<file path="config.mk">
export PLATFORM = sky130hd
export DESIGN_NAME = voice_rx_irq
export DESIGN_NICKNAME = d
export VERILOG_FILES = /design/src/voice_irq_pkg.sv /design/src/voice_rx_irq.sv
export VERILOG_INCLUDE_DIRS = /design/src
export SDC_FILE = /design/constraint.sdc
export NUM_CORES = 1
export LEC_CHECK = 0
export BUFFER_PORTS_ARGS = -buffer_cell sky130_fd_sc_hd__buf_2
export CORE_MARGIN = 2
export CORE_UTILIZATION = 53
export CTS_CLUSTER_DIAMETER = 30
export DETAILED_ROUTE_END_ITERATION = 10
export PLACE_DENSITY = 0.85
export SLEW_MARGIN = 0
export SYNTH_ARGS = -nofsm -noshare
export SYNTH_HDL_FRONTEND = slang
export SYNTH_SLANG_ARGS = --single-unit
</file>
<file path="constraint.sdc">
create_clock -name clk_sys -period 6.1 [get_ports clk_sys]
set_clock_uncertainty 0.1 [all_clocks]
set_input_delay 0.305 -clock clk_sys [delete_from_list [all_inputs] [get_ports clk_sys]]
set_output_delay 0.305 -clock clk_sys [all_outputs]
set_load 0.01 [all_outputs]
</file>
<file path="src/voice_irq_defines.svh">
// Register map, field positions and reset values of the receive-buffer and interrupt block
`ifndef VOICE_IRQ_DEFINES_SVH
`define VOICE_IRQ_DEFINES_SVH

`define CHAN2_RX_BUFFER_BASE_ADDR 32'hbd280028
`define CHAN3_RX_BUFFER_BASE_ADDR 32'hbd28002c
`define VOICE_IRQ_MASK_ADDR       32'hbd280030
`define VOICE_IRQ_PENDING_ADDR    32'hbd280034

`define RX_BASE_RESET        32'h00000000
`define VOICE_IRQ_RESET      16'h0000
`define RX_PAGE_POINTER_MSB  31
`define RX_PAGE_POINTER_LSB  2
`define PAGE1_OWNER_BIT      1
`define PAGE0_OWNER_BIT      0
`define IRQ_FIELD_WIDTH      16
`define CH2_TX_UNAVAIL_BIT   5
`define CH2_RX_UNAVAIL_BIT   4
`define CH1_PAGE1_DONE_BIT   10
`define CH2_PAGE1_DONE_BIT   6
`define CH3_PAGE0_DONE_BIT   3
`define CH3_RX_UNAVAIL_BIT   0
`define APB_READY_DELAY      1

`endif

</file>
<file path="src/voice_irq_pkg.sv">
// Types shared by the receive-buffer and interrupt block
`default_nettype none

package voice_irq_pkg;

    // One nibble per channel, top bit first
    typedef struct packed {
        logic page0_done;
        logic page1_done;
        logic tx_unavail;
        logic rx_unavail;
    } chan_event_type;

    // Channel 0 sits in the top nibble
    typedef chan_event_type [0:3] irq_vec_type;

    typedef struct packed {
        logic [31:0] paddr;
        logic        psel;
        logic        penable;
        logic        pwrite;
        logic [31:0] pwdata;
    } apb_req_type;

endpackage

`default_nettype wire

</file>
<file path="src/voice_rx_irq.sv">
// Receive base pointers for channels 2 and 3 plus voice interrupt mask and pending registers
//
// Contract
// - Each receive base register keeps the word-aligned buffer start address in bits 31 to 2.
// - Bit 0 of a base register tells who owns page 0: 0 the processor, 1 the controller.
// - Bit 1 of a base register tells who owns page 1: 0 the processor, 1 the controller.
// - The mask holds sixteen enables, a nibble per channel with channel 0 on top.
// - Channel 2 transmit-unavailable enable is mask bit 5 and resets to off.
// - The pending register holds sixteen flags in the mask layout, all clear after reset.
// - A pending flag reads 1 while outstanding and only flags written with 1 are cleared.
// - Each page completion sets its page-done flag; channel 1 page 1 is bit 10.
// - A request for a receive page the controller does not own sets rx-unavailable; ch2 bit 4.
// - Status bit 0 is the channel 3 rx-unavailable flag, cleared by writing 1.
`include "voice_irq_defines.svh"
`timescale 1ns/1ns
`default_nettype none

module voice_rx_irq (
    input  wire logic                       clk_sys,
    input  wire logic                       resetn,
    input  wire voice_irq_pkg::apb_req_type apb_req,
    output logic [31:0]                     prdata,
    output logic                            pready,
    output logic                            pslverr,
    input  wire voice_irq_pkg::irq_vec_type chan_events,
    input  wire logic [1:0]                 rx_page_done_ch2,
    input  wire logic [1:0]                 rx_page_done_ch3,
    input  wire logic [1:0]                 rx_page_need,
    input  wire logic [1:0]                 rx_page_sel,
    output logic [31:0]                     chan2_rx_base,
    output logic [31:0]                     chan3_rx_base,
    output logic                            voice_irq
);

    logic [31:0] chan2_rx_buffer_base;
    logic [31:0] chan3_rx_buffer_base;
    logic [15:0] voice_irq_mask;
    logic [15:0] voice_irq_pending;
    logic [15:0] set_vec;
    logic [15:0] clear_vec;
    logic [15:0] next_pending;
    logic [31:0] next_rdata;
    logic        next_err;
    logic        setup_phase;
    logic        wr_access;
    logic        hit_base2;
    logic        hit_base3;
    logic        hit_mask;
    logic        hit_pend;
    logic [1:0]  owner2;
    logic [1:0]  owner3;
    logic [1:0]  rx_miss;
    logic [1:0]  next_owner2;
    logic [1:0]  next_owner3;
    voice_irq_pkg::irq_vec_type rx_events;

    assign setup_phase = apb_req.psel && !apb_req.penable;
    assign wr_access   = apb_req.psel && apb_req.penable && pready && apb_req.pwrite;
    assign hit_base2   = apb_req.paddr == `CHAN2_RX_BUFFER_BASE_ADDR;
    assign hit_base3   = apb_req.paddr == `CHAN3_RX_BUFFER_BASE_ADDR;
    assign hit_mask    = apb_req.paddr == `VOICE_IRQ_MASK_ADDR;
    assign hit_pend    = apb_req.paddr == `VOICE_IRQ_PENDING_ADDR;
    assign owner2      = chan2_rx_buffer_base[`PAGE1_OWNER_BIT:`PAGE0_OWNER_BIT];
    assign owner3      = chan3_rx_buffer_base[`PAGE1_OWNER_BIT:`PAGE0_OWNER_BIT];

    // A page needed while the processor still owns it is a miss
    assign rx_miss[0] = rx_page_need[0] && !owner2[rx_page_sel[0]];
    assign rx_miss[1] = rx_page_need[1] && !owner3[rx_page_sel[1]];

    always_comb begin
        rx_events                = '0;
        rx_events[2].page0_done  = rx_page_done_ch2[0];
        rx_events[2].page1_done  = rx_page_done_ch2[1];
        rx_events[2].rx_unavail  = rx_miss[0];
        rx_events[3].page0_done  = rx_page_done_ch3[0];
        rx_events[3].page1_done  = rx_page_done_ch3[1];
        rx_events[3].rx_unavail  = rx_miss[1];
    end

    assign set_vec   = 16'(chan_events) | 16'(rx_events);
    // Upper write bits are dropped so reserved bits never clear anything
    assign clear_vec = (wr_access && hit_pend) ? apb_req.pwdata[15:0] : 16'h0000;
    // Set wins over a clear landing in the same cycle
    assign next_pending = (voice_irq_pending & ~clear_vec) | set_vec;

    // Completed pages go back to the processor; a processor write in the same cycle wins
    assign next_owner2 = owner2 & ~rx_page_done_ch2;
    assign next_owner3 = owner3 & ~rx_page_done_ch3;

    always_ff @(posedge clk_sys) begin
        if (!resetn) begin
            chan2_rx_buffer_base <= `RX_BASE_RESET;
        end else if (wr_access && hit_base2) begin
            chan2_rx_buffer_base <= apb_req.pwdata;
        end else begin
            chan2_rx_buffer_base[`PAGE1_OWNER_BIT:`PAGE0_OWNER_BIT] <= next_owner2;
        end
    end

    always_ff @(posedge clk_sys) begin
        if (!resetn) begin
            chan3_rx_buffer_base <= `RX_BASE_RESET;
        end else if (wr_access && hit_base3) begin
            chan3_rx_buffer_base <= apb_req.pwdata;
        end else begin
            chan3_rx_buffer_base[`PAGE1_OWNER_BIT:`PAGE0_OWNER_BIT] <= next_owner3;
        end
    end

    always_ff @(posedge clk_sys) begin
        if (!resetn) begin
            voice_irq_mask <= `VOICE_IRQ_RESET;
        end else if (wr_access && hit_mask) begin
            voice_irq_mask <= apb_req.pwdata[15:0];
        end
    end

    always_ff @(posedge clk_sys) begin
        if (!resetn) begin
            voice_irq_pending <= `VOICE_IRQ_RESET;
        end else begin
            voice_irq_pending <= next_pending;
        end
    end

    // Line is built from next_pending so it changes on the same edge as pending and leaves a flip-flop
    always_ff @(posedge clk_sys) begin
        if (!resetn) begin
            voice_irq <= 1'b0;
        end else begin
            voice_irq <= |(next_pending & voice_irq_mask);
        end
    end

    always_comb begin
        next_rdata = 32'h00000000;
        next_err   = 1'b0;
        if (hit_base2) begin
            next_rdata = chan2_rx_buffer_base;
        end else if (hit_base3) begin
            next_rdata = chan3_rx_buffer_base;
        end else if (hit_mask) begin
            next_rdata = {16'h0000, voice_irq_mask};
        end else if (hit_pend) begin
            next_rdata = {16'h0000, voice_irq_pending};
        end else begin
            next_err = 1'b1;
        end
    end

    // Answer is decoded in the setup cycle so access phase needs no wait state
    always_ff @(posedge clk_sys) begin
        if (!resetn) begin
            pready  <= 1'b0;
            pslverr <= 1'b0;
            prdata  <= 32'h00000000;
        end else begin
            pready  <= setup_phase;
            pslverr <= setup_phase && next_err;
            prdata  <= (setup_phase && !apb_req.pwrite) ? next_rdata : 32'h00000000;
        end
    end

    assign chan2_rx_base = chan2_rx_buffer_base;
    assign chan3_rx_base = chan3_rx_buffer_base;

    a_base_store: assert property (@(posedge clk_sys) disable iff (!resetn)
        (wr_access && hit_base2) |=> chan2_rx_base == $past(apb_req.pwdata))
        else $error("chan2 base did not take written value");

    a_owner_return: assert property (@(posedge clk_sys) disable iff (!resetn)
        (rx_page_done_ch3[0] && !(wr_access && hit_base3)) |=> !chan3_rx_base[0])
        else $error("page 0 owner not returned to processor");

    a_owner_page1: assert property (@(posedge clk_sys) disable iff (!resetn)
        (rx_page_done_ch2[1] && !(wr_access && hit_base2)) |=> !chan2_rx_base[1])
        else $error("page 1 owner not returned to processor");

    a_mask_layout: assert property (@(posedge clk_sys) disable iff (!resetn)
        (wr_access && hit_mask) |=> voice_irq_mask == $past(apb_req.pwdata[15:0]))
        else $error("mask write mismatch");

    a_tx_en_reset: assert property (@(posedge clk_sys)
        !resetn |=> !voice_irq_mask[`CH2_TX_UNAVAIL_BIT])
        else $error("ch2 tx unavailable enable not off after reset");

    a_pend_reset: assert property (@(posedge clk_sys)
        !resetn |=> voice_irq_pending == 16'h0000 && !voice_irq)
        else $error("pending not clear after reset");

    a_clear_only: assert property (@(posedge clk_sys) disable iff (!resetn)
        1'b1 |=> (($past(voice_irq_pending) & ~$past(clear_vec)) & ~voice_irq_pending) == 0)
        else $error("flag lost without a write of 1");

    a_set_wins: assert property (@(posedge clk_sys) disable iff (!resetn)
        (|set_vec) |=> (voice_irq_pending & $past(set_vec)) == $past(set_vec))
        else $error("event lost");

    a_page_done_bit: assert property (@(posedge clk_sys) disable iff (!resetn)
        chan_events[1].page1_done |=> voice_irq_pending[`CH1_PAGE1_DONE_BIT])
        else $error("ch1 page1 done flag not set");

    a_rx_miss_ch2: assert property (@(posedge clk_sys) disable iff (!resetn)
        (rx_page_need[0] && !owner2[rx_page_sel[0]]) |=> voice_irq_pending[`CH2_RX_UNAVAIL_BIT])
        else $error("ch2 rx unavailable flag not set");

    a_rx_miss_ch3: assert property (@(posedge clk_sys) disable iff (!resetn)
        (voice_irq_pending[`CH3_RX_UNAVAIL_BIT] && !set_vec[0]
            && wr_access && hit_pend && apb_req.pwdata[0])
            |=> !voice_irq_pending[`CH3_RX_UNAVAIL_BIT])
        else $error("ch3 rx unavailable flag not cleared");

    a_irq_level: assert property (@(posedge clk_sys) disable iff (!resetn)
        ##1 voice_irq == |($past(next_pending) & $past(voice_irq_mask)))
        else $error("interrupt line disagrees with pending and mask");

    a_upper_zero: assert property (@(posedge clk_sys) disable iff (!resetn)
        (setup_phase && !apb_req.pwrite && (hit_mask || hit_pend)) |=> prdata[31:16] == 16'h0000)
        else $error("reserved bits read nonzero");

    a_apb_ready: assert property (@(posedge clk_sys) disable iff (!resetn)
        setup_phase |=> pready ##1 !pready)
        else $error("pready timing wrong");

    a_base3_store: assert property (@(posedge clk_sys) disable iff (!resetn)
        (wr_access && hit_base3) |=> chan3_rx_base == $past(apb_req.pwdata))
        else $error("chan3 base did not take written value");

    a_ptr2_hold: assert property (@(posedge clk_sys) disable iff (!resetn)
        !(wr_access && hit_base2) |=> chan2_rx_base[31:2] == $past(chan2_rx_base[31:2]))
        else $error("chan2 pointer changed without a write");

    a_ptr3_hold: assert property (@(posedge clk_sys) disable iff (!resetn)
        !(wr_access && hit_base3) |=> chan3_rx_base[31:2] == $past(chan3_rx_base[31:2]))
        else $error("chan3 pointer changed without a write");

    a_base_read: assert property (@(posedge clk_sys) disable iff (!resetn)
        (setup_phase && !apb_req.pwrite && hit_base3) |=> prdata == $past(chan3_rx_buffer_base))
        else $error("chan3 base read back wrong");

    a_owner0_ch2: assert property (@(posedge clk_sys) disable iff (!resetn)
        (rx_page_done_ch2[0] && !(wr_access && hit_base2)) |=> !chan2_rx_base[0])
        else $error("ch2 page 0 owner not returned to processor");

    a_owner0_hold: assert property (@(posedge clk_sys) disable iff (!resetn)
        (!rx_page_done_ch2[0] && !(wr_access && hit_base2)) |=> $stable(chan2_rx_base[0]))
        else $error("ch2 page 0 owner changed on its own");

    a_owner1_ch3: assert property (@(posedge clk_sys) disable iff (!resetn)
        (rx_page_done_ch3[1] && !(wr_access && hit_base3)) |=> !chan3_rx_base[1])
        else $error("ch3 page 1 owner not returned to processor");

    a_owner1_hold: assert property (@(posedge clk_sys) disable iff (!resetn)
        (!rx_page_done_ch3[1] && !(wr_access && hit_base3)) |=> $stable(chan3_rx_base[1]))
        else $error("ch3 page 1 owner changed on its own");

    a_mask_hold: assert property (@(posedge clk_sys) disable iff (!resetn)
        !(wr_access && hit_mask) |=> $stable(voice_irq_mask))
        else $error("mask changed without a write");

    a_tx_en_store: assert property (@(posedge clk_sys) disable iff (!resetn)
        (wr_access && hit_mask) |=> voice_irq_mask[`CH2_TX_UNAVAIL_BIT] == $past(apb_req.pwdata[5]))
        else $error("ch2 tx unavailable enable not stored");

    // A flag may only appear where an event was seen the cycle before
    a_no_spurious: assert property (@(posedge clk_sys) disable iff (!resetn)
        1'b1 |=> (voice_irq_pending & ~$past(voice_irq_pending) & ~$past(set_vec)) == 16'h0000)
        else $error("pending flag set without an event");

    a_pend_readback: assert property (@(posedge clk_sys) disable iff (!resetn)
        (setup_phase && !apb_req.pwrite && hit_pend) |=> prdata[15:0] == $past(voice_irq_pending))
        else $error("pending read back wrong");

    a_ch2_page_done: assert property (@(posedge clk_sys) disable iff (!resetn)
        rx_page_done_ch2[1] |=> voice_irq_pending[`CH2_PAGE1_DONE_BIT])
        else $error("ch2 page1 done flag not set");

    a_ch3_page_done: assert property (@(posedge clk_sys) disable iff (!resetn)
        rx_page_done_ch3[0] |=> voice_irq_pending[`CH3_PAGE0_DONE_BIT])
        else $error("ch3 page0 done flag not set");

    a_rx_miss3_set: assert property (@(posedge clk_sys) disable iff (!resetn)
        (rx_page_need[1] && !owner3[rx_page_sel[1]]) |=> voice_irq_pending[`CH3_RX_UNAVAIL_BIT])
        else $error("ch3 rx unavailable flag not set");

    a_irq_quiet: assert property (@(posedge clk_sys) disable iff (!resetn)
        !(|(next_pending & voice_irq_mask)) |=> !voice_irq)
        else $error("interrupt line high with nothing enabled pending");

    a_err_unmapped: assert property (@(posedge clk_sys) disable iff (!resetn)
        (setup_phase && next_err) |=> pslverr && pready)
        else $error("unmapped access not flagged");

    a_err_mapped: assert property (@(posedge clk_sys) disable iff (!resetn)
        (setup_phase && !next_err) |=> !pslverr)
        else $error("mapped access flagged as error");

    // Read data is forced to zero outside the answer cycle
    a_rdata_idle: assert property (@(posedge clk_sys) disable iff (!resetn)
        !setup_phase |=> prdata == 32'h00000000)
        else $error("read data not zero outside answer");

endmodule // voice_rx_irq

`default_nettype wire

</file>
Word-level counts from Yosys, hierarchy flattened
Cells that the tools add are included.
W data, S select, Z words.
- bits in registers: 131
- input bits: 93
- output and inout port bits: 99
- word-level logic and storage cells: 58
- magnitude comparators: 2
- equality and inequality tests: 4
- mux-type cells: 15
- bitwise logic cells: 9
- reduce and logical (&&, ||, !) cells: 18
- operators with widths (kind ; count):
    $eq A32 B32 Y1 const B ; 4
    $mux W32 ; 2
    $mux W16 ; 3
    $and A16 B16 Y16 ; 2
    $not A16 Y16 ; 1
    $or A16 B16 Y16 ; 1
    $or A16 B8 Y16 ; 1
    $reduce_or A16 Y1 ; 1
    $logic_and A1 B1 Y1 ; 12
    $mux W1 ; 8
    $and A2 B2 Y2 ; 2
    $logic_not A1 Y1 ; 4
    $lt A1 B2 Y1 const B ; 2
    $mux W2 ; 2
    $not A2 Y2 ; 2
    $reduce_and A2 Y1 ; 1

Longest topological paths before layout
Gate-level depths: netlist (run 1).
- word-level depth: 10
- gate-level depth with buffers: 9

Worst setup path after synthesis (run 1)
Ideal clock, no wire load.
- path type: input-to-reg
- from: input apb_req[51] (netlist bit)
- to: register voice_irq_mask[10]
- library setup time: 0.132 ns
- data arrival time: 2.126 ns
- data required time: 5.868 ns
- slack: 3.741 ns
- cell stages on the path: 7
- cell sequence: or4b_4 > or4_4 > nor3_4 > nand2_1 > clkbuf_1 > nand2_1 > a21oi_1
- cells in the longest elaborated chain, start to end: 2
- RTL lines (element ; RTL line ; source):
    start, declared ; voice_rx_irq.sv:21 ; input wire voice_irq_pkg::apb_req_type apb_req,
    $eq A32 B32 Y1 (no source line) ; -- ;
    $logic_and A1 B1 Y1 ; voice_rx_irq.sv:113 ; end else if (wr_access && hit_mask) begin
    end signal, assigned ; voice_rx_irq.sv:112 ; voice_irq_mask <= `VOICE_IRQ_RESET;
    end signal, assigned ; voice_rx_irq.sv:114 ; voice_irq_mask <= apb_req.pwdata[15:0];
    end, declared ; voice_rx_irq.sv:37 ; logic [15:0] voice_irq_mask;
No other way between the ends.
A chain may end at the register's enable or synchronous reset.

Final worst setup path (run 1)
- from: input apb_req[34] (netlist bit)
- to: register voice_irq_pending[3]
- cells in the longest elaborated chain, start to end: 8
- RTL lines (element ; RTL line ; source):
    $logic_and A1 B1 Y1 (3 in a row) ; voice_rx_irq.sv:58 ; assign wr_access = apb_req.psel && apb_req.penable && pready && apb_req.pwrite;
    $logic_and A1 B1 Y1 ; voice_rx_irq.sv:82 ; assign clear_vec = (wr_access && hit_pend) ? apb_req.pwdata[15:0] : 16'h0000;
    $mux W16 ; voice_rx_irq.sv:82 ;
    $not A16 Y16 ; voice_rx_irq.sv:84 ; assign next_pending = (voice_irq_pending & ~clear_vec) | set_vec;
    $and A16 B16 Y16 ; voice_rx_irq.sv:84 ;
    $or A16 B16 Y16 ; voice_rx_irq.sv:84 ;
    end signal, assigned ; voice_rx_irq.sv:120 ; voice_irq_pending <= `VOICE_IRQ_RESET;
    end signal, assigned ; voice_rx_irq.sv:122 ; voice_irq_pending <= next_pending;
    end, declared ; voice_rx_irq.sv:38 ; logic [15:0] voice_irq_pending;
No other way between the ends.

==> results.txt, run 1 <==
The repair_antennas step left the layout with diodes totalling 0. Compared with the post-synthesis result, the final layout area differs by 40.9%. The data arrival time of the critical path is 3.63 ns, and the post-layout instance area is 0.00741 mm^2. In this run, CTS created clock tree buffers numbering 17. The critical path in this run is classified as input pin to flop.

Share of the clock period used by the worst path after layout: 0.553. The number of H-tree levels was 4; the clock-pin slew reported for the worst setup and hold paths after clock tree synthesis was 0.06 ns. The die is 104 um tall. The worst register-to-register path begins at pready. The tools report the share of total power in combinational logic as 0.050.

For this run, design rule violations remaining after detail routing come to 0. VDD sags by at most 0.172 mV. The tools report the clock network fraction of design power as 0.542. The cell type with the highest occurrence count on the critical path is sky130_fd_sc_hd__dlygate4sd3_1.

Normalized max-slew margin: 0.133. The detailed router placed 5811 vias in this run. The floorplan has 36 rows.

The tree built by TritonCTS fans out to 131 sinks. The library cell used most frequently in the layout, excluding fill and tap cells, is sky130_fd_sc_hd__buf_2. The unique cell type count in the Yosys netlist is 42, and the worst stage delay on the critical path is 0.80 ns. For this block, the initial DRC count from the detailed router was 622.

The floorplan step defined a die boundary enclosing 0.0107 mm^2. The detail route stage leaves a number of antenna-violating nets equal to 0. Share of synthesized flip-flops with an asynchronous set or reset: 0.

The critical path goes through dlygate4sd3_1 > buf_2 > and4_1 > and2_1 > and3_1 > nand2_1 > a211oi_1 > dlygate4sd3_1 > nor2_1. Summed over all nets, wire length on met3 after detailed routing comes to 1800 um. Summed over all layers, the routed wires come to 17800 um.

After detailed routing, the average wire length per cell comes to 17.7 um. The summed instance area of the synthesized netlist was 0.00526 mm^2; the internal power contribution was 1.70 mW. The run finished with clean final reports. The switching fraction of total power is 0.203, and the total of buffers placed on input and output ports is 191. The kind of cell adding the most delay to the critical path was simple AND/OR/NAND/NOR gates.

In the final routing, the length of wire on met1 measures 6790 um. The worst register-to-register path ends at voice_irq_pending[3]. Beginning of the worst hold path: resetn.

The largest fanout of any net on the critical path is 18. The tools report the core area as 0.00968 mm^2. Along the worst hold path, the cell count comes to 2. The worst reg2reg path depth works out to 7. The tools report the number of detailed-route iterations in the first pass as 5.

The logs give 0.322 for the global router's overall resource usage and 725 for the net count after synthesis. In the final design database the tool counted 950 nets. Setup repair after global routing left no endpoint under its margin. The time the worst path needs with I/O delays and setup is 3.37 ns. For this run, the number of Yosys warnings is 0. In this run the horizontal extent of the chip is 104 um. STA classifies the critical path endpoint as a flop. Pin placement for this block handled 192 I/O pins. For the part of the total power dissipated in sequential elements, the log shows 0.408. After layout, the design draws a total of 2.13 mW. The final count of hold timing violations is 0. Synthesis handed over a netlist of 632 instances.

For the switching power, the log shows 433 uW. Worst hold slack: 0.0189 ns. The logs give 5686 for the via count of the first global-routing pass and 11100 um for the post-DP HPWL. Summing all placed instances gives a cell area of 0.00619 mm^2. The count of flip-flops with a built-in enable after synthesis is 0. For hold timing, the worst endpoint is voice_irq_pending[8]. The topmost layer with routed signal wires was met4.

The tool flagged a number of max-cap violations equal to 0. In this run the number of cells on the critical path is 9. The share of synthesized area occupied by flip-flops and latches is 0.499, and the post-cts resize count is 0.

Entering global routing, the biggest net connects 75 pins. On the critical path, the stage with the largest delay is an instance of sky130_fd_sc_hd__and3_1. The run gives 0.895 as the weighted congestion at the end of routability-driven global placement.

For the initial cell density of the core, the log shows 0.543. The buffer and inverter count on the worst path came out at 3. Data on the critical path is required at its endpoint by 6.36 ns.

The final-report max-slew violation count came out at 0. The share of post-route cells with drive strength above 1 was 0.272; the clock latency at the later pin of the worst-skew pair was 0.51 ns. Initial antenna violation count: 0. The class of the most critical hold timing path was input pin to flop. STA classifies the critical path startpoint as an input pin. The most used flip-flop cell after synthesis is sky130_fd_sc_hd__dfxtp_1. In the layout the commonest cells are sky130_fd_sc_hd__buf_2, sky130_fd_sc_hd__nand2_1, sky130_fd_sc_hd__dfxtp_1. In this run the mean area of a mapped cell was 8.32 um^2. For the number of buffers on the longest clock path, the log shows 2. The end-of-flow core utilization was 0.765; the actual slew at the worst max-slew pin was 1.29 ns. CTS root buffer: sky130_fd_sc_hd__clkbuf_8.

For this design the static power due to leakage is 3.06 nW. In this run the register-to-register setup slack is 2.81 ns. Dividing the detail-routed via count by the number of cells gives 5.79. In this run, synthesis produced a sequential element count of 131. The areal power density over the cells was 288 mW/mm^2; the highest clock frequency the design can meet was 296 MHz.

Summed over all layers, the global routing overflow is 0. Amount of wire on met2 after detailed routing: 8620 um. The number of setup violations in the final report was 0; the final setup TNS was 0 ns. TritonCTS built the clock tree.

For the first-pass GRT wire length, the log shows 27900 um.
state kept, by name, indices dropped and copies added, names as in the netlist:
name,cells
chan2_rx_base,32
chan3_rx_base,32
prdata,32
pready,1
pslverr,1
voice_irq,1
voice_irq_mask,16
voice_irq_pending,16
area by class of cell:
type	count	area [um^2]
clock inverter	12	225
clock buffer	20	455
fill	664	2280
multi-input combinational	448	2370
timing repair buffer	249	1530
sequential	131	2620
tap	133	166
inverter	10	37.5
worst max path at each step:
stage | start | endpoint | slack, ns
4_1_cts | apb_req[51] | chan2_rx_base[0] | 2.84
3_5_place_dp | apb_req[51] | chan2_rx_base[0] | 2.33
6_report | apb_req[34] | voice_irq_pending[3] | 2.73
5_1_grt | apb_req[49] | chan2_rx_base[30] | 2.63
3_3_place_gp | apb_req[51] | chan3_rx_base[1] | 2.36
2_1_floorplan | apb_req[51] | voice_irq_mask[10] | 3.74
worst reg2reg max path, delay by kind of cell (launching register included):
kind	cells	cell delay, ns
and+or+nand+nor	5	1.87
buffers and inverters	1	0.60
DFF	1	0.33
AOI/OAI and AO/OA	1	0.26
kinds of logic (layout without fill, tap and decap cells):
kind of cell | Yosys count | in the layout | synth area share
AND/OR/NAND/NOR | 257 | 257 | 0.224
AO/OA/AOI/OAI | 173 | 173 | 0.192
flip-flops | 131 | 131 | 0.499
buffers and inverters | 53 | 291 | 0.0512
multiplexers | 18 | 18 | 0.0343
synth_stat cells (5+ instances only):
cell type | n | share of area
sky130_fd_sc_hd__a211oi_1 | 5 | 0.0071
sky130_fd_sc_hd__a21oi_1 | 110 | 0.10
sky130_fd_sc_hd__a22oi_1 | 32 | 0.046
sky130_fd_sc_hd__a31oi_1 | 7 | 0.0083
sky130_fd_sc_hd__and2_1 | 5 | 0.0059
sky130_fd_sc_hd__buf_2 | 5 | 0.0048
sky130_fd_sc_hd__buf_6 | 7 | 0.015
sky130_fd_sc_hd__clkbuf_1 | 26 | 0.019
sky130_fd_sc_hd__dfxtp_1 | 131 | 0.50
sky130_fd_sc_hd__inv_1 | 9 | 0.0064
sky130_fd_sc_hd__mux2i_1 | 18 | 0.034
sky130_fd_sc_hd__nand2_1 | 174 | 0.12
sky130_fd_sc_hd__nand3b_1 | 5 | 0.0071
sky130_fd_sc_hd__nand4_1 | 9 | 0.011
sky130_fd_sc_hd__nor2_1 | 32 | 0.023
sky130_fd_sc_hd__o21ai_0 | 7 | 0.0067
routing by layer:
layer  global-route usage  up-vias
li1                     -     2637
met1                0.378     2695
met2                0.561      409
met3               0.0717       70
met4                0.148        0
met5                    0        -
power groups by stage:
stage                     clock network (mW)  registers, mW  logic (mW)
after floorplan                            0          0.887      0.0290
after global placement                     0          0.887      0.0750
after detailed placement                   0          0.888      0.0774
after CTS                               1.16          0.870       0.104
after global routing                    1.20          0.870       0.115
final                                   1.16          0.870       0.108
per-stage QoR:
stage / std cells / setup WS (ns)
final: 1003 / 2.73
after global routing: 1003 / 2.63
after CTS: 1003 / 2.84
after detailed placement: 917 / 2.33
after global placement: 917 / 2.36
after floorplan: 632 / 3.74
what timing repair did:
| action | in CTS | in global routing |
|---|---|---|
| hold buffers | 54 | 0 |
| endpoints found under the setup margin | 0 | 0 |
| endpoints found under the hold margin | 96 | 0 |
| setup buffers | 0 | 0 |
(Power assumes the default switching activity.)
==> run 2, diff against run 1 <==
- CORE_UTILIZATION: 53 -> 49
- PLACE_DENSITY: 0.85 -> 0.79
- clock period: 6.1 -> 3.11 ns (I/O delays scaled with it)
==> results.txt, run 2 (synthesis results as in run 1) <==
Setup repair after global routing left no endpoint under its margin. The initial antenna violation count came out at 0 (unchanged). The worst-case vdd ir drop was 0.406 mV (+140%). The number of buffers added for setup after CTS was 0 (unchanged). The areal power density over the cells works out to 514 mW/mm^2 (+78%). TritonCTS built the clock tree. The remaining global-route overflow is 0 (unchanged), and the remaining routing DRC violations is 0 (unchanged). The tools report the required time of the critical path as 3.38 ns (-2.98 ns).

The vertical die dimension was 108 um (+3.8%). Final-report max-slew violation count: 0 (unchanged). For the data arrival time of the critical path, the log shows 3.19 ns (-0.44 ns). For the worst slack after detailed placement, the log shows 0.438 ns (-1.89 ns). The initial cell density of the core is 0.507 (-0.0359), and the number of cell rows is 37 (+2.8%). The first-pass GRT wire length is 28600 um (+2.5%). The share of post-route cells with drive strength above 1 was 0.279 (+0.00648); the number of H-tree levels was 4 (unchanged).

The flow ran to the end, and the final reports show no timing, DRC or antenna violations. End-of-flow core utilization: 0.731 (-0.0334). The logs give 0 (unchanged) for the final count of hold timing violations and 5908 (+1.7%) for the overall via count from detail_route. The post-route antenna net violation count was 0 (unchanged); the global router's overall resource usage was 0.317 (-0.00479). Derived from the worst setup path, the maximum achievable clock frequency is 342 MHz. Critical path endpoint: voice_irq_pending[2]. For the number of buffers on the longest clock path, the log shows 2 (unchanged). The largest fanout of any net on the critical path is 12 (-6), and the total of buffers placed on input and output ports is 191 (unchanged).

The horizontal extent of the die is 108 um (+3.8%), and the max-cap violation count is 0 (unchanged). The largest net degree at the start of global routing was 53 (-29%). The endpoint identified for the worst register-to-register timing path is voice_irq_pending[2]. The final critical-path setup slack is 0.184 ns (-2.54 ns). Reg-to-reg startpoint: pready. The tools report the post-cts resize count as 0 (unchanged). Post-detailed-route via-to-cell ratio: 5.70 (-1.6%).

The most critical setup path has its startpoint at pready. Actual slew at the worst max-slew pin: 0.938 ns (-0.355 ns). The critical path is of the flop to flop type.

Final setup TNS: 0 ns (unchanged). The worst setup path is launched from a flop. The final antenna diode count was 0 (unchanged). From synthesis to final layout, the design area changed by 44.2%.

Most common library cell in the layout ignoring fill and taps: sky130_fd_sc_hd__buf_2. The tools report the CTS root buffer as sky130_fd_sc_hd__clkbuf_8. In the layout the commonest cells are sky130_fd_sc_hd__buf_2, sky130_fd_sc_hd__nand2_1, sky130_fd_sc_hd__dfxtp_1. The area enclosed by the die boundary was 0.0116 mm^2 (+7.8%); the slack of the worst reg-to-reg path was 0.18 ns (-2.63 ns). The clock-pin slew reported for the worst setup and hold paths after clock tree synthesis was 0.06 ns (about the same). The weighted congestion at the end of routability-driven global placement was 0.852 (-4.8%).

The tightest min-delay check is of the input pin to flop type. The share of the clock period used by the worst path after layout was 0.941. The tools report the wire length after detailed routing as 18500 um (+4.2%). Wire length per cell: 17.9 um (+0.92%).

The tools report the element type at the critical path end as a flop. The total number of nets in the final design was 980 (+3.2%). The core area came out at 0.0104 mm^2 (+7.1%). The worst hold slack is 0.0864 ns (+0.0675 ns), and the number of hold buffers added after cts is 69 (+28%). The I/O pin count was 192 (unchanged). The number of DRC violations after detailed-routing iteration 0 is 561 (-9.8%), and the number of sinks handled by clock tree synthesis is 131 (unchanged).

Clock latency at the later pin of the worst-skew pair: 0.52 ns (about the same). Number of setup violations in the final report: 0 (unchanged). The run gives 0.375 (+0.241) as the normalized max-slew margin. The post-DP HPWL is 12000 um (+8.8%).

The logs give 5 (unchanged) for the number of detailed-route iterations in the first pass and 17 (unchanged) for the total CTS buffers. The worst reg2reg path depth was 9 (+2); the time the worst path needs with I/O delays and setup was 2.93 ns. The run gives 3.17 nW (+3.5%) as the reported leakage power. For the via count of the first global-routing pass, the log shows 5720 (+0.60%).
[run 2: cell count changes in the layout (fill, tap and decap cells not counted)]
cell and change:
sky130_fd_sc_hd__buf_4 +14, sky130_fd_sc_hd__buf_12 +1, sky130_fd_sc_hd__clkinv_4 +1, sky130_fd_sc_hd__inv_6 +3
sky130_fd_sc_hd__dlygate4sd3_1 +15, sky130_fd_sc_hd__clkbuf_1 +1, sky130_fd_sc_hd__bufinv_16 -4, sky130_fd_sc_hd__clkbuf_8 -2
sky130_fd_sc_hd__clkinvlp_4 +1
[run 2: critical path, cell delays in order, from the launching register on]
cell and delay (ns):
sky130_fd_sc_hd__dfxtp_1 0.32, sky130_fd_sc_hd__and4_1 0.33, sky130_fd_sc_hd__and2_1 0.17, sky130_fd_sc_hd__buf_4 0.20
sky130_fd_sc_hd__and3_1 0.43, sky130_fd_sc_hd__buf_4 0.27, sky130_fd_sc_hd__nand2_1 0.08, sky130_fd_sc_hd__a211oi_1 0.23
sky130_fd_sc_hd__dlygate4sd3_1 0.59, sky130_fd_sc_hd__nor2_1 0.05
[run 2: cell type report]
| cell class | instances | area, um^2 |
|---|---|---|
| Fill cell | 747 | 2790 |
| Sequential cell | 131 | 2620 |
| Multi-Input combinational cell | 448 | 2370 |
| Timing Repair Buffer | 279 | 1800 |
| Clock buffer | 19 | 432 |
| Tap cell | 136 | 170 |
| Clock inverter | 13 | 148 |
| Inverter | 10 | 37.5 |
[run 2: how the worst min path moves through the flow]
stage,slack [ns],depth (start not counted),end,from
final,0.09,5,pslverr,apb_req[52]
after global routing,0.11,5,pslverr,apb_req[55]
after detailed placement,0.31,3,voice_irq_pending[10],chan_events[10]
after global placement,0.30,3,voice_irq_pending[9],chan_events[9]
after CTS,0.09,5,pslverr,apb_req[55]
after floorplan,0.17,2,voice_irq_pending[10],chan_events[10]
[run 2: per-layer routing]
layer,vias to the layer above,routed length [um],GRT usage
met5,-,0,0
li1,2696,-,-
met4,0,568,0.135
met1,2768,7040,0.365
met3,69,1550,0.0708
met2,375,9380,0.563
[run 2: through the flow]
stage	power [mW]	area [um^2]	cells
after floorplan	1.80	5260	632
after global placement	1.89	6310	935
after detailed placement	1.90	6310	935
after CTS	3.89	7580	1036
after global routing	4.00	7580	1036
final	3.90	7580	1036
[run 2: where the power goes]
group	switching [mW]	leakage [nW]	total [mW]	internal, mW
logic	0.107	1.83	0.232	0.125
registers	0.0124	1.06	1.71	1.69
clock network	0.784	0.284	1.96	1.17
total	0.904	3.17	3.90	2.99
==> run 3, diff against run 2 <==
- CELL_PAD_IN_SITES_DETAIL_PLACEMENT: default -> 0
- CELL_PAD_IN_SITES_GLOBAL_PLACEMENT: default -> 1
- CORE_UTILIZATION: 49 -> 35
- PLACE_DENSITY: 0.79 -> default
- PLACE_DENSITY_LB_ADDON: default -> 0.1
==> results.txt, run 3 (synthesis results as in run 1) <==
The initial antenna violation count is 0 (unchanged). Setup repair after global routing left no endpoint under its margin. The part of the total power dissipated in sequential elements is 0.402 (-0.036), and the horizontal extent of the die is 127 um (+18%).

The worst hold slack was 0.0130 ns (-0.0734 ns). Number of placed cells counting well taps: 984 (+5.2%). For the worst slack after detailed placement, the log shows 0.366 ns (-0.0726 ns). Class of the most critical hold timing path: input pin to flop. For the number of buffers on the longest clock path, the log shows 2 (unchanged). The total placed instance area was 0.00641 mm^2 (+1.5%); the signed area change from the synthesized netlist to the final layout was 47.4%. STA classifies the critical path startpoint as an input pin.

The worst stage delay on the critical path works out to 0.58 ns (about the same). Core area: 0.0146 mm^2 (+41%). The critical path is of the input pin to flop type.

The tools report the number of detailed-route iterations in the first pass as 5 (unchanged). The overall power of the completed layout was 4.24 mW (+8.8%); the number of setup violations in the final report was 0 (unchanged). The final setup TNS came out at 0 ns (unchanged). The run gives 0.229 (-0.0878) as the global router's overall resource usage.

For the clock latency at the later pin of the worst-skew pair, the log shows 0.42 ns (-0.10 ns). The weighted congestion at the end of routability-driven global placement is 0.808 (-5.2%), and the initial cell density of the core is 0.360 (-0.147). The flow ran to the end, and the final reports show no timing, DRC or antenna violations. The actual slew at the worst max-slew pin was 0.752 ns (-0.186 ns); the worst-case vdd ir drop was 0.363 mV (-11%). The run gives 0.053 (-0.007) as the share of total power in combinational logic. The I/O pin count came out at 192 (unchanged). Switching power: 874 uW (-3.3%). The largest net degree at the start of global routing is 72 (+36%), and the largest fanout of any net on the critical path is 12 (unchanged). The vertical die dimension was 127 um (+18%). The run gives 0 (unchanged) as the remaining routing DRC violations. The reported leakage power came out at 3.22 nW (+1.6%). The first-pass GRT wire length was 29100 um (+1.5%). The clock-pin slew reported for the worst setup and hold paths after clock tree synthesis is 0.06 ns (about the same), and the fill cell total of the finished layout is 1413 (+89%). The tools report the internal power contribution as 3.36 mW (+12%). The cell family contributing the most delay on the critical path is buffers and inverters. The area enclosed by the die boundary came out at 0.0160 mm^2 (+38%). Reg-to-reg startpoint: pready. The CTS root buffer is sky130_fd_sc_hd__clkbuf_16. STA classifies the critical path endpoint as a flop.

The logs give 978 (-0.20%) for the total number of nets in the final design and 0 (unchanged) for the final count of hold timing violations. Buffer and inverter count on the worst path: 4 (+1). For the required time of the critical path, the log shows 3.30 ns (-0.08 ns). The number of cell rows is 44 (+19%), and the number of DRC violations after detailed-routing iteration 0 is 348 (-38%).

The post-DP HPWL came out at 12600 um (+4.4%). The total CTS buffers is 17 (unchanged). The number of sinks handled by clock tree synthesis was 131 (unchanged). The wire length per cell works out to 17.1 um (-4.5%).

For the remaining global-route overflow, the log shows 0 (unchanged). The share of post-route cells with drive strength above 1 is 0.283 (+0.00396), and the areal power density over the cells is 547 mW/mm^2 (+6.4%). The most numerous cell type found on the critical path is sky130_fd_sc_hd__dlygate4sd3_1. The number of H-tree levels was 4 (unchanged). The time the worst path needs with I/O delays and setup came out at 2.86 ns (-0.0642 ns).

For the post-route antenna net violation count, the log shows 0 (unchanged). The total of buffers placed on input and output ports is 191 (unchanged). The filler-free cell count of the finished design came out at 1082 (+4.4%).

The switching fraction of total power is 0.206 (-0.0257). The signal on the critical path passes through dlygate4sd3_1 > buf_2 > and4_1 > and2_2 > and3_1 > buf_4 > nand2_1 > a211oi_1 > dlygate4sd3_1 > nor2_1. The tools report the beginning of the worst hold path as rx_page_need[0]. On the critical path, the stage with the largest delay is an instance of sky130_fd_sc_hd__dlygate4sd3_1.

For the highest clock frequency the design can meet, the log shows 349 MHz (+2.2%). The source of the critical timing path is apb_req[34]. Final critical-path setup slack: 0.248 ns (+0.0642 ns). TritonCTS built the clock tree. The run gives 0 (unchanged) as the max-cap violation count. Leaving out fill and tap cells, the most frequent cells in the layout are sky130_fd_sc_hd__buf_2, sky130_fd_sc_hd__nand2_1, sky130_fd_sc_hd__dfxtp_1. The run gives 5495 (-3.9%) as the via count of the first global-routing pass. The clock network fraction of design power is 0.545 (+0.043). The tools report the post-layout instance area as 0.00775 mm^2 (+2.2%).

Leaving out fill and tap cells, the most frequent cell in the layout is sky130_fd_sc_hd__buf_2. The end-of-flow core utilization was 0.531 (-0.200). Post-detailed-route via-to-cell ratio: 5.10 (-10%). Share of the clock period used by the worst path after layout: 0.920 (-0.0206). The logs give 18500 um (-0.29%) for the wire length after detailed routing and 0 (unchanged) for the final antenna diode count. The data arrival time of the critical path was 3.05 ns (-0.14 ns); the normalized max-slew margin was 0.498 (+0.123). The final-report max-slew violation count was 0 (unchanged). The tools report the overall via count from detail_route as 5523 (-6.5%).
-- run 3: cell types whose count changed in the layout (fill, tap and decap cells not counted), moves of 2 or more --
cell and delta:
sky130_fd_sc_hd__bufinv_16 +4, sky130_fd_sc_hd__buf_12 +2, sky130_fd_sc_hd__inv_6 -3, sky130_fd_sc_hd__dlygate4sd3_1 -3, sky130_fd_sc_hd__clkinv_4 -2
-- run 3: area by class of cell --
class | instances | area [um^2] | share of cell area
inverters | 10 | 37.5 | 0.00484
well taps | 184 | 230 | 0.0297
repair buffers | 277 | 1800 | 0.233
clock buffers | 19 | 453 | 0.0584
multi-input cells | 448 | 2370 | 0.306
flip-flops and latches | 131 | 2620 | 0.338
clock inverters | 13 | 229 | 0.0295
-- run 3: what timing repair did --
| action | CTS | global route |
|---|---|---|
| endpoints found under the setup margin | 0 | 4 |
| hold buffers | 66 | 0 |
| resized for setup | 0 | 1 |
| hold endpoints to repair | 98 | 0 |
| buffers inserted | 0 | 0 |
-- run 3: final timing paths --
check	depth (start not counted)	slack, ns	to
worst max-delay path	10	0.25	voice_irq_pending[3]
worst min-delay path	4	0.01	voice_irq_pending[4]
worst max register to register	8	0.29	voice_irq_pending[3]
worst min register to register	2	0.36	chan2_rx_base[18]
-- run 3: power by group through the flow --
stage | logic [mW] | registers [mW] | clock network (mW)
after floorplan | 0.0570 | 1.74 | 0
after global placement | 0.156 | 1.74 | 0
after detailed placement | 0.159 | 1.74 | 0
after CTS | 0.224 | 1.70 | 2.34
after global routing | 0.245 | 1.71 | 2.42
final | 0.225 | 1.71 | 2.31
-- run 3: routing by layer --
| layer | vias to the layer above | routed length, um | track usage |
|---|---|---|---|
| li1 | 2696 | - | - |
| met2 | 191 | 9020 | 0.400 |
| met4 | 0 | 210 | 0.0556 |
| met3 | 18 | 1220 | 0.0485 |
| met1 | 2618 | 8030 | 0.289 |
| met5 | - | 0 | 0 |
-- run 3: worst reg2reg max path: stages, from the launching register on --
cell and delay (ns):
sky130_fd_sc_hd__dfxtp_1 0.33, sky130_fd_sc_hd__and4_1 0.37, sky130_fd_sc_hd__and2_2 0.36, sky130_fd_sc_hd__and3_1 0.37, sky130_fd_sc_hd__buf_4 0.24, sky130_fd_sc_hd__nand2_1 0.07
sky130_fd_sc_hd__a211oi_1 0.25, sky130_fd_sc_hd__dlygate4sd3_1 0.58, sky130_fd_sc_hd__nor2_1 0.04
